File: config.mk
export PLATFORM = sky130hd
export DESIGN_NAME = lo_path_mode_config_regs
export DESIGN_NICKNAME = d
export VERILOG_FILES = /design/src/rtl/lo_cfg_pkg.sv /design/src/rtl/cfg_word_reg.sv /design/src/rtl/lo_path_mode_config_regs.sv
export SDC_FILE = /design/constraint.sdc
export NUM_CORES = 1
export LEC_CHECK = 0
export BUFFER_PORTS_ARGS = -buffer_cell sky130_fd_sc_hd__buf_2
export CAP_MARGIN = 40
export CORE_ASPECT_RATIO = 0.75
export CORE_MARGIN = 3
export CORE_UTILIZATION = 31
export CTS_CLUSTER_SIZE = 20
export DETAILED_ROUTE_END_ITERATION = 6
export HOLD_SLACK_MARGIN = 0.06
export PLACE_DENSITY = 0.64
export REMOVE_ABC_BUFFERS = 1
export SLEW_MARGIN = 5
export SYNTH_ARGS = -nofsm -noshare
export SYNTH_HDL_FRONTEND = slang
export SYNTH_SLANG_ARGS = --single-unit
File: constraint.sdc
create_clock -name pclk -period 5.3 [get_ports pclk]
set_input_delay 0.53 -clock pclk [delete_from_list [all_inputs] [get_ports pclk]]
set_output_delay 0.53 -clock pclk [all_outputs]
set_load 0.01 [all_outputs]
File: src/rtl/lo_cfg_pkg.sv
// Purpose: shared constants and carriers for the oscillator path configuration bank
// Assumes: 32-bit APB data, 16-bit registers in the low half of each word
// Notes:   printed offsets are word indices; byte address is four times the index
package lo_cfg_pkg;
   // ****************************************************************
   // register map
   // ****************************************************************
   localparam int          REG_W            = 16;
   localparam int          ADDR_W           = 12;
   localparam logic [7:0]  IDX_CHAIN        = 8'h4F;
   localparam logic [7:0]  IDX_SYNC         = 8'h50;
   localparam logic [7:0]  IDX_MODE         = 8'h51;
   localparam logic [1:0]  SEL_CHAIN        = 2'h0;
   localparam logic [1:0]  SEL_SYNC         = 2'h1;
   localparam logic [1:0]  SEL_MODE         = 2'h2;
   localparam logic [1:0]  SEL_NONE         = 2'h3;
   // writable bits per register; reserved bits stay zero
   localparam logic [15:0] MASK_CHAIN       = 16'h7047;
   localparam logic [15:0] MASK_SYNC        = 16'h0E3F;
   localparam logic [15:0] MASK_MODE        = 16'h0FF7;
   localparam logic [15:0] RST_CHAIN        = 16'h7000;
   localparam logic [15:0] RST_SYNC         = 16'h000A;
   localparam logic [15:0] RST_MODE         = 16'h0000;
   localparam logic [5:0]  MUX_DIV2         = 6'h09;
   localparam logic [1:0]  SRC_EXT          = 2'h3;

   // ****************************************************************
   // decoded controls toward the analog blocks
   // ****************************************************************
   typedef struct packed {
      logic [2:0] osc_path_section_enables;
      logic       if_amp_input_pullup_enable;
      logic       low_noise_amp_powerdown;
      logic       signal_chain_master_reset;
      logic       signal_chain_master_powerdown;
      logic       sync_loop_close;
      logic       sync_second_driver_enable;
      logic       sync_first_driver_enable;
      logic [5:0] osc_mux_driver_setup;
      logic [3:0] polyphase_path_params;
      logic [1:0] sequencer_clock_driver_select;
      logic [1:0] quadrature_driver_setup;
      logic [1:0] sequencer_clock_driver_enables;
      logic       sequencer_clock_source;
   } lo_ctrl_t;

   typedef enum logic [2:0] {
      ST_IDLE   = 3'b001,
      ST_ACCESS = 3'b010,
      ST_DONE   = 3'b100
   } apb_state_t;
endpackage

File: src/rtl/cfg_word_reg.sv
// Purpose: one masked 16-bit configuration word with registered readback
// Assumes: write strobe is a one-cycle pulse from the bus slave
// Notes:   reserved bits never store, so they read back as zero
`timescale 1ns/1ps
module cfg_word_reg #(
   parameter logic [15:0] MASK  = 16'hFFFF,
   parameter logic [15:0] RESET = 16'h0000
) (
   input  wire logic        pclk,
   input  wire logic        presetn,
   input  wire logic        clk_en,
   input  wire logic        wr,
   input  wire logic [15:0] wdata,
   output logic      [15:0] value
);
   // ****************************************************************
   // storage
   // ****************************************************************
   // masking on the way in keeps reserved bits at zero forever
   always_ff @(posedge pclk or negedge presetn) begin
      if (!presetn) begin
         value <= RESET & MASK;
      end else if (clk_en && wr) begin
         value <= wdata & MASK;
      end
   end
endmodule

File: src/rtl/lo_path_mode_config_regs.sv
// Purpose: APB slave holding three oscillator path and mode configuration words
// Assumes: single clock pclk; all inputs synchronous to it
// Notes:   two wait states per transfer; unmapped reads return zero, no error
//
// Chosen here: register access over APB.
`timescale 1ns/1ps
module lo_path_mode_config_regs
   import lo_cfg_pkg::*;
(
   input  wire logic              pclk,
   input  wire logic              presetn,
   input  wire logic              clk_en,
   input  wire logic              psel,
   input  wire logic              penable,
   input  wire logic              pwrite,
   input  wire logic [ADDR_W-1:0] paddr,
   input  wire logic [31:0]       pwdata,
   input  wire logic [3:0]        pstrb,
   output logic      [31:0]       prdata,
   output logic                   pready,
   output logic                   pslverr,
   output lo_ctrl_t               ctrl,
   output logic                   mode_reserved_code
);
   // ****************************************************************
   // address decode
   // ****************************************************************
   apb_state_t  state;
   logic [1:0]  sel;
   logic [15:0] chain_q;
   logic [15:0] sync_q;
   logic [15:0] mode_q;
   logic [15:0] next_wdata;
   logic        wr_chain;
   logic        wr_sync;
   logic        wr_mode;
   logic        do_wr;
   logic [15:0] cur_word;
   logic        first_cycle;

   // word index compare; byte address is four times the printed offset
   always_comb begin
      sel = SEL_NONE;
      if (paddr[1:0] == 2'h0) begin
         case (paddr[ADDR_W-1:2])
            10'(IDX_CHAIN): sel = SEL_CHAIN;
            10'(IDX_SYNC):  sel = SEL_SYNC;
            10'(IDX_MODE):  sel = SEL_MODE;
            default:        sel = SEL_NONE;
         endcase
      end
   end

   // addressed word, shared by the byte merge and the read path
   assign cur_word = current_word(sel);

   // byte lanes 0 and 1 carry the register; lanes 2-3 are ignored
   always_comb begin
      next_wdata       = 16'h0000;
      next_wdata[7:0]  = pstrb[0] ? pwdata[7:0] : cur_word[7:0];
      next_wdata[15:8] = pstrb[1] ? pwdata[15:8] : cur_word[15:8];
   end

   function automatic logic [15:0] current_word(input logic [1:0] s);
      case (s)
         SEL_CHAIN: current_word = chain_q;
         SEL_SYNC:  current_word = sync_q;
         SEL_MODE:  current_word = mode_q;
         default:   current_word = 16'h0000;
      endcase
   endfunction

   // ****************************************************************
   // transfer sequencing
   // ****************************************************************
   // the extra wait state gives registered read data a full cycle
   always_ff @(posedge pclk or negedge presetn) begin
      if (!presetn) begin
         state <= ST_IDLE;
      end else if (clk_en) begin
         case (state)
            ST_IDLE:   state <= (psel && penable) ? ST_ACCESS : ST_IDLE;
            ST_ACCESS: state <= ST_DONE;
            ST_DONE:   state <= ST_IDLE;
            default:   state <= ST_IDLE;
         endcase
      end
   end

   assign do_wr    = (state == ST_ACCESS) && psel && penable && pwrite;
   assign wr_chain = do_wr && (sel == SEL_CHAIN);
   assign wr_sync  = do_wr && (sel == SEL_SYNC);
   assign wr_mode  = do_wr && (sel == SEL_MODE);

   // pready rises one cycle after access phase entry, stays one cycle
   always_ff @(posedge pclk or negedge presetn) begin
      if (!presetn) begin
         pready  <= 1'b0;
         pslverr <= 1'b0;
      end else if (clk_en) begin
         pready  <= (state == ST_ACCESS);
         pslverr <= 1'b0;
      end
   end

   // read data loaded with pready; zero outside a read
   always_ff @(posedge pclk or negedge presetn) begin
      if (!presetn) begin
         prdata <= 32'h0000_0000;
      end else if (clk_en) begin
         if (state == ST_ACCESS && !pwrite) begin
            prdata <= {16'h0000, cur_word};
         end else begin
            prdata <= 32'h0000_0000;
         end
      end
   end

   // ****************************************************************
   // register words
   // ****************************************************************
   // chain word with path enables reset
   cfg_word_reg #(.MASK(MASK_CHAIN), .RESET(RST_CHAIN)) u_chain (
      .pclk    (pclk),
      .presetn (presetn),
      .clk_en  (clk_en),
      .wr      (wr_chain),
      .wdata   (next_wdata),
      .value   (chain_q)
   );

   cfg_word_reg #(.MASK(MASK_SYNC), .RESET(RST_SYNC)) u_sync (
      .pclk    (pclk),
      .presetn (presetn),
      .clk_en  (clk_en),
      .wr      (wr_sync),
      .wdata   (next_wdata),
      .value   (sync_q)
   );

   cfg_word_reg #(.MASK(MASK_MODE), .RESET(RST_MODE)) u_mode (
      .pclk    (pclk),
      .presetn (presetn),
      .clk_en  (clk_en),
      .wr      (wr_mode),
      .wdata   (next_wdata),
      .value   (mode_q)
   );

   // ****************************************************************
   // control outputs
   // ****************************************************************
   // fields registered once more so outputs come straight from flops
   always_ff @(posedge pclk or negedge presetn) begin
      if (!presetn) begin
         ctrl <= '0;
         ctrl.osc_path_section_enables <= RST_CHAIN[14:12];
         ctrl.osc_mux_driver_setup     <= RST_SYNC[5:0];
      end else if (clk_en) begin
         ctrl.osc_path_section_enables       <= chain_q[14:12];
         ctrl.if_amp_input_pullup_enable     <= chain_q[6];
         ctrl.low_noise_amp_powerdown        <= chain_q[2];
         ctrl.signal_chain_master_powerdown  <= chain_q[0];
         // chain held in reset while set
         ctrl.signal_chain_master_reset      <= chain_q[1];
         ctrl.sync_loop_close                <= sync_q[11];
         ctrl.sync_second_driver_enable      <= sync_q[10];
         ctrl.sync_first_driver_enable       <= sync_q[9];
         ctrl.osc_mux_driver_setup           <= sync_q[5:0];
         ctrl.polyphase_path_params          <= mode_q[11:8];
         ctrl.sequencer_clock_driver_select  <= mode_q[7:6];
         ctrl.quadrature_driver_setup        <= mode_q[5:4];
         ctrl.sequencer_clock_driver_enables <= mode_q[2:1];
         ctrl.sequencer_clock_source         <= mode_q[0];
      end
   end

   // flags a reserved code in the driver select or quadrature mode field
   always_ff @(posedge pclk or negedge presetn) begin
      if (!presetn) begin
         mode_reserved_code <= 1'b0;
      end else if (clk_en) begin
         // codes 1 and 2 reserved; code 2 reserved
         mode_reserved_code <= (mode_q[7:6] == 2'h1) || (mode_q[7:6] == 2'h2)
                               || (mode_q[5:4] == 2'h2);
      end
   end

   // marks the first enabled cycle after reset so reset images can be checked
   always_ff @(posedge pclk or negedge presetn) begin
      if (!presetn) begin
         first_cycle <= 1'b1;
      end else if (clk_en) begin
         first_cycle <= 1'b0;
      end
   end
endmodule

Word level (Yosys, flattened, before mapping) --
Cells that the tools add are included. Widths: inputs -> output; s select.
Word-level totals: bits in registers 91, bits of input ports 54, output and inout bits 62
Cells by class: equal/unequal tests 10, muxes and demuxes 8, reductions and logical operators 16
Operators with widths (count):
- $pmux 15 s3 | 1
- $eq 10x7->1 const B | 3
- $mux 16 | 1
- $logic_and 1x1->1 | 11
- $mux 8 | 1
- $mux 7 | 1
- $eq 2x2->1 const B | 3
- $pmux 2 s3 | 1
- $pmux 3 s2 | 1
- $eq 2x1->1 const B | 2
- $logic_not 2->1 | 2
- $mux 2 | 2
- $eq 3x1->1 const B | 1
- $eq 3x2->1 const B | 1
- $logic_or 1x1->1 | 2
- $logic_not 1->1 | 1

Longest topological paths before layout --
Gate-level depths: netlist of run 1.
depth in word-level cells 6, mapped depth 6

By module --
From an unflattened synthesis of run 1, not the netlist that was laid out.
Unflattened totals: cell total of the unflattened synthesis 335, area, all modules 3958.8 um^2
Modules (own cells, without submodules):
- lo_path_mode_config_regs | instances 1, cells each 253, area an instance 2731.4 um^2, sequential area each 1183.6 um^2
- cfg_word_reg (u_mode) | instances 1, cells each 30, area an instance 495.5 um^2, sequential area each 275.3 um^2
- cfg_word_reg (u_sync) | instances 1, cells each 27, area an instance 396.6 um^2, sequential area each 227.7 um^2
- cfg_word_reg (u_chain) | instances 1, cells each 25, area an instance 335.3 um^2, sequential area each 178.9 um^2

Worst setup path after synthesis of run 1 --
Ideal clock, no wire load.
path kind input -> register, start in paddr[9], end reg u_mode.value[10], library setup time 0.125 ns, arrival time 1.958 ns, required time 5.175 ns, slack 3.218 ns, stages 3, path through or4b_2 -> nor3_4 -> mux2_2
On the way: cells in the longest elaborated chain, start to end 6, elaborated cells between the ends (all ways) 12
Ends and longest elaborated chain:
- from (decl) | RTL line lo_path_mode_config_regs.sv:16 | input wire logic [ADDR_W-1:0] paddr,
- $eq 10x7->1 | RTL line lo_path_mode_config_regs.sv:45 | case (paddr[ADDR_W-1:2])
- $pmux 2 s3 * | RTL line lo_path_mode_config_regs.sv:45
- $mux 2 * | RTL line lo_path_mode_config_regs.sv:44 | if (paddr[1:0] == 2'h0) begin
- $eq 2x2->1, or another cell as far along | RTL line lo_path_mode_config_regs.sv:65, lo_path_mode_config_regs.sv:93
- $pmux 15 s3 / $logic_and 1x1->1 (equally long branches) | RTL line lo_path_mode_config_regs.sv:65, lo_path_mode_config_regs.sv:93
- $mux 7 / $logic_and 1x1->1 (equally long branches) | RTL line lo_path_mode_config_regs.sv:61, cfg_word_reg.sv:23
- to (signal assigned) | RTL line cfg_word_reg.sv:22 | value <= RESET & MASK;
- to (signal assigned) | RTL line cfg_word_reg.sv:24 | value <= wdata & MASK;
- to (decl) | RTL line cfg_word_reg.sv:14 | output logic [15:0] value
Every way passes the cells marked *; elsewhere a longest branch is shown, timed or not. A chain may end at the register's enable or synchronous reset.

Worst setup path after layout of run 1 --
start in paddr[9], end reg prdata[13]
On the way: cells in the longest elaborated chain, start to end 6, elaborated cells between the ends (all ways) 10
Ends and longest elaborated chain:
- $eq 10x7->1 | RTL line lo_path_mode_config_regs.sv:45
- $pmux 2 s3 * | RTL line lo_path_mode_config_regs.sv:45
- $mux 2 * | RTL line lo_path_mode_config_regs.sv:44
- $eq 2x2->1, or another cell as far along | RTL line lo_path_mode_config_regs.sv:65 | case (s)
- $pmux 15 s3 * | RTL line lo_path_mode_config_regs.sv:65
- $mux 16 * | RTL line lo_path_mode_config_regs.sv:111 | if (state == ST_ACCESS && !pwrite) begin
- to (signal assigned) | RTL line lo_path_mode_config_regs.sv:112 | prdata <= {16'h0000, cur_word};
- to (decl) | RTL line lo_path_mode_config_regs.sv:19 | output logic [31:0] prdata,
Marks and branches as above.

==> key figures, run 1 <==
Logic synthesis
  – Top_reg_cell synth: dfrtp_1
  – Asr flop ratio synth: 1.00
  – Post-synth cell types: 43
  – Warnings, synthesis: 0
  – Most frequent cell after synthesis: dfrtp_1
  – Cell area after synthesis: about 3400 um^2
  – Syn_area_per_cell: between 10 and 15 um^2
  – Number of synthesized flops with an enable pin: 0
  – Syn Inst Count: 263
  – Synth top cells by count: dfrtp_1, mux2_2, buf_4
  – Leading post-synthesis cells by cell area: dfrtp_1, mux2_2, dfstp_2
  – Sequential share of the synthesized area: 0.554
  – Share of the synthesized area in the top cell type: 0.468
  – Yosys reg bits: between 70 and 80
  – Area leader, netlist: dfrtp_1

Floorplan
  – CORE AREA: 10500 um^2
  – Die width: 126 um
  – Die area: around 12000 um^2
  – Die height: about 96 um
  – Initial core utilization: 0.322
  – Io pins: 116
  – FP Rows: 32

Worst setup path
  – Slowest stage cell, crit path: nand4b_1
  – CP bufs+invs: 1
  – Critical path type: in -> reg
  – Reg2Reg Depth: 4
  – Worst path max stage delay: between 600 and 700 ps
  – RR Startpoint: state[2]
  – FF-to-FF setup slack: between 3000 and 4000 ps
  – CP Capture Type: flop
  – Arrival time at the worst endpoint: 2730 ps
  – Crit-path cells: buf_2 > nor4b_1 > nand4b_1 > nor3_1 > a22o_1
  – Crit Path Max Fanout: 11
  – Startpoint Class: input pin
  – Worst path required time: around 5600 ps
  – Crit Reg-Reg Endpoint: prdata[13]
  – Delay-heaviest family, CP: simple AND/OR/NAND/NOR gates

Clock tree
  – Clk Tree Root Cell: clkbuf_16
  – Worst-case clock buffer depth: 2
  – CTS Buf Count: 9
  – Clock-pin slew on the worst setup and hold paths: 60 ps
  – H-tree depth: 3
  – Hold bufs inserted after CTS: 1
  – Post-cts sizing count: 0
  – CTS Sinks: 74
  – Clk_lat worst skew: around 330 ps
  – Setup bufs post-CTS: 0
  – CTS tree: yes

Power
  – Peak VDD IR: around 0.15 mV
  – Leak Pwr: between 2 and 2.5 nW
  – Pwr dens: about 310 nW/um^2

GRT
  – Vias in the first global route: between 2000 and 2500
  – Global Route Usage Sum: 0.142
  – Initial antenna violation count: 0
  – Pin count of the biggest net entering global routing: between 60 and 70
  – Global route total overflow: 0
  – First-pass GRT wire length: around 13000 um

Layout
  – Nets@finish: roughly 400
  – # fillers: ~990
  – Multi-input logic area: approximately 1400 um^2
  – Sequential Area: between 1500 and 2000 um^2
  – Finished Cell Area: between 4000 and 5000 um^2
  – Finished Layout Cells: between 400 and 500
  – Antenna diodes: 0
  – Layout cells sized above 1: 0.461
  – Area delta synth->final: 23.1%

STA
  – Hold WS: 425 ps
  – Fmax: 0.406 GHz
  – Worst Skew: ~7.3 ps
  – Slew HR: 0.447
  – Worst setup margin: 2840 ps
  – RSZ-0062 raised after global routing: false
  – Max-slew violation count: 0
  – Final Setup Violations: 0
  – Period minus WS final: roughly 2500 ps
  – Final hold vios: 0
  – Total negative setup slack: 0 ps
  – Fin crit share: 0.465
  – Measured slew at the worst slew-check pin: 830 ps

Routing
  – Drc violations: 0
  – Metal3 WL: 578 um
  – Max layer used: met4
  – Vias: between 2000 and 2500
  – Routed WL: approximately 8400 um
  – 1st-iter DRT viols: 152
  – WL met1: roughly 4100 um
  – Met2 Wirelength: 3700 um
  – Final ANT Viol Nets: 0
  – Vias per cell: around 4.9
  – DR WL/cell: 17.3 um
  – First-pass iteration count of the detailed router: 4

Placement
  – HPWL Detailed: 6070 um
  – Pre-CTS WS: around 2500 ps
  – Placed inst area: roughly 3800 um^2
  – RePlAce Congestion: slightly above 0.8
  – DP Cell Count: 468
  – I/O Buffers: slightly below 80

Min path
  – Hold Path Origin: pwdata[7]
  – Min-Delay Endpoint: u_mode.value[7]
  – Worst Hold Class: in -> reg
  – Hold Path Stages: 2

Outcome
  – Outcome: completed

Run
  – Max Cap Viol: 0
-- per-layer routing --
layer | track usage | up-vias
met3 | 0.0483 | 6
met5 | 0 | -
met1 | 0.196 | 1195
met4 | 0.0420 | 0
met2 | 0.212 | 90
li1 | - | 1103
-- cell usage in the layout, fill, tap and decap left out, drive strengths merged, types with 4 or more instances in the layout --
master,Yosys,routed
a21oi,19,19
buf,23,81
clkbuf,6,13
conb,1,18
dfrtp,63,63
dfstp,11,11
inv,5,5
mux2,49,49
nand2,14,14
nand4,4,4
nor2,7,7
nor3,4,4
o2bb2ai,10,10
o31ai,5,5
-- state kept, by name (all words and copies together), names as in the netlist --
name,flops
ctrl,27
prdata,15
u_mode.value,11
u_sync.value,9
u_chain.value,7
state,3
mode_reserved_code,1
pready,1
-- cell families after synthesis --
| logic type | count (synthesis) | synth area share |
|---|---|---|
| AND/OR/NAND/NOR | 47 | 0.0944 |
| buffers and inverters | 35 | 0.0613 |
| flip-flops | 74 | 0.554 |
| other | 1 | 0.00111 |
| XOR/XNOR | 1 | 0.00260 |
| AO/OA/AOI/OAI | 53 | 0.114 |
| multiplexers | 52 | 0.173 |
-- report_power, final --
part	internal (W)	switching, W
sequential	0.000570	0.00000369
clock	0.000412	0.000222
combinational	0.0000239	0.0000475
total	0.00101	0.000273
-- worst reg2reg max path, delay by kind of cell (launching register included) --
| kind | cells | cell delay [ps] |
|---|---|---|
| AO/OA/AOI/OAI | 1 | 200 |
| flip-flops | 1 | 420 |
| AND/OR/NAND/NOR | 3 | 1540 |
-- through the flow --
stage | util | total power [W]
global route | 0.397 | 0.00133
detailed placement | 0.367 | 0.000655
floorplan | - | 0.000609
finish | 0.397 | 0.00128
global placement | 0.367 | 0.000654
CTS | 0.397 | 0.00130
-- layout make-up --
| type | instances | area share |
|---|---|---|
| flip-flops and latches | 74 | 0.450 |
| well taps | 136 | 0.0410 |
| clock buffers | 13 | 0.0579 |
| inverters | 6 | 0.00543 |
| repair buffers | 82 | 0.102 |
| multi-input cells | 171 | 0.328 |
| clock inverters | 3 | 0.0157 |
-- how the worst max path moves through the flow --
stage,end,start,depth (start not counted)
4_1_cts,prdata[13],paddr[9],5
3_3_place_gp,prdata[14],paddr[9],5
5_1_grt,prdata[13],paddr[9],5
3_5_place_dp,prdata[13],paddr[9],5
6_report,prdata[13],paddr[9],5
2_1_floorplan,u_mode.value[10],paddr[9],3
Note: power is estimated with default switching activity, not from simulation.
==> run 2, diff against run 1 <==
clock period = 2.38 ns   (was 5.3 ns; I/O delays follow)
==> run 2 against run 1 <==
Against the previous run: critical endpoint is now u_sync.value[5]; design area grew 2.0%; count of clock-buffer cells in the layout fell by 1; highest routed layer unchanged; wire length decreased by 1.0%; largest cell class unchanged.
==> key figures, run 2 (synthesis gave the netlist of run 1 again) <==
Floorplan
  – Io pins: between 100 and 150
  – Initial core utilization: 0.322
  – Die area: between 10000 and 15000 um^2
  – Die width: approximately 130 um
  – CORE AREA: ~10000 um^2
  – FP Rows: 32
  – Die height: 96.3 um

STA
  – Fin crit share: 0.834
  – Fmax: 0.504 GHz
  – Total negative setup slack: 0 ps
  – Period minus WS final: 1990 ps
  – Measured slew at the worst slew-check pin: between 700 and 800 ps
  – Max-slew violation count: 0
  – Worst Skew: between 4 and 5 ps
  – RSZ-0062 raised after global routing: false
  – Slew HR: 0.530
  – Final Setup Violations: 0
  – Final hold vios: 0

Worst setup path
  – Arrival time at the worst endpoint: approximately 2200 ps
  – Worst path required time: 2600 ps
  – Critical path type: reg -> reg
  – CP Capture Type: flop
  – Crit-path cells: and4bb_2 > nand4_2 > nor3_4 > mux2_2
  – Crit Path Max Fanout: 8
  – Startpoint Class: flop
  – Worst path max stage delay: roughly 450 ps
  – Slowest stage cell, crit path: nor3_4

Layout
  – Layout cells sized above 1: 0.478
  – Number of flip-flops in the largest register: 27
  – Finished Cell Area: 4230 um^2
  – Nets@finish: ~410
  – Antenna diodes: 0
  – Largest register by flop count: ctrl
  – Biggest regs: ctrl: 27 flops, prdata: 15 flops, u_mode.value: 11 flops
  – Area delta synth->final: 25.5%
  – Commonest non-fill, non-tap cell in the layout: buf_2
  – Most frequent cells in the layout: buf_2, dfrtp_1, mux2_2

Power
  – Leak Pwr: approximately 2.1 nW
  – Peak VDD IR: between 0.3 and 0.4 mV
  – Pwr dens: between 600 and 700 nW/um^2

Clock tree
  – Clk_lat worst skew: between 300 and 400 ps
  – CTS Sinks: 74
  – CTS tree: yes
  – Clock-pin slew on the worst setup and hold paths: 60 ps
  – Setup bufs post-CTS: 0
  – CTS Buf Count: 9
  – H-tree depth: 3
  – Clk Tree Root Cell: clkbuf_16
  – Worst-case clock buffer depth: 2

GRT
  – Global Route Usage Sum: 0.139
  – First-pass GRT wire length: between 10000 and 15000 um
  – Initial antenna violation count: 0
  – Global route total overflow: 0
  – Vias in the first global route: between 2000 and 2500
  – Pin count of the biggest net entering global routing: 47

Routing
  – Drc violations: 0
  – DR WL/cell: approximately 17 um
  – 1st-iter DRT viols: 161
  – Final ANT Viol Nets: 0
  – First-pass iteration count of the detailed router: 6
  – Vias: roughly 2400
  – Vias per cell: 4.88
  – Routed WL: 8320 um

Placement
  – Placed inst area: roughly 3900 um^2
  – RePlAce Congestion: 0.827
  – I/O Buffers: 78
  – HPWL Detailed: between 6000 and 7000 um

Min path
  – Worst Hold Class: in -> reg

Run
  – Max Cap Viol: 0

Outcome
  – Outcome: completed
==> run 2: repair_timing <==
item	CTS	global route
endpoints found under the hold margin	23	0
hold buffers	1	0
gates resized for setup	0	0
==> run 2: critical path, delay by kind of cell (launching register included) <==
family / cells / cell delay, ps
muxes: 1 / 400
and+or+nand+nor: 3 / 1040
DFF: 1 / 420
==> run 2: final cells by class <==
type                    count  area, um^2
clock buffers              12         246
clock inverters             4        75.1
fillers                  1015        6220
inverters                   6        22.5
multi-input cells         171        1360
flip-flops and latches     74        1870
well taps                 136         170
repair buffers             89         488
==> run 2: path summary, 6_finish.rpt <==
| check | startpoint | endpoint | slack, ps | cells after the start |
|---|---|---|---|---|
| setup / recovery | state[2] | u_sync.value[5] | 390 | 4 |
| hold / removal | pwdata[7] | u_mode.value[7] | 130 | 2 |
| setup reg to reg | state[2] | u_sync.value[5] | 390 | 4 |
| hold reg to reg | pready | pready | 480 | 1 |
| max in group asynchronous | presetn | u_chain.value[14] | 1160 | 3 |
| min in group asynchronous | presetn | ctrl[13] | 490 | 2 |
==> run 2: report_power, final <==
| part | switching [W] | internal (W) | leakage [nW] |
|---|---|---|---|
| clock | 0.000497 | 0.000946 | 0.149 |
| sequential | 0.00000874 | 0.00127 | 0.992 |
| combinational | 0.000107 | 0.0000585 | 0.997 |
| total | 0.000613 | 0.00227 | 2.14 |
==> run 2: layer usage <==
metal	wire (um)	vias up	global-route usage
met1	4030	1182	0.194
li1	-	1121	-
met4	79	0	0.0393
met3	580	10	0.0477
met5	0	-	0
met2	3620	89	0.206
==> run 2: stage by stage <==
stage	setup WS [ps]	util	hold slack (ps)	power (W)	instances
final	394	0.405	134	0.00289	492
after detailed placement	237	0.373	322	0.00147	475
after global routing	325	0.405	127	0.00300	492
after floorplan	590	-	-57.6	0.00136	251
after global placement	274	0.373	314	0.00146	475
after CTS	401	0.405	124	0.00293	492
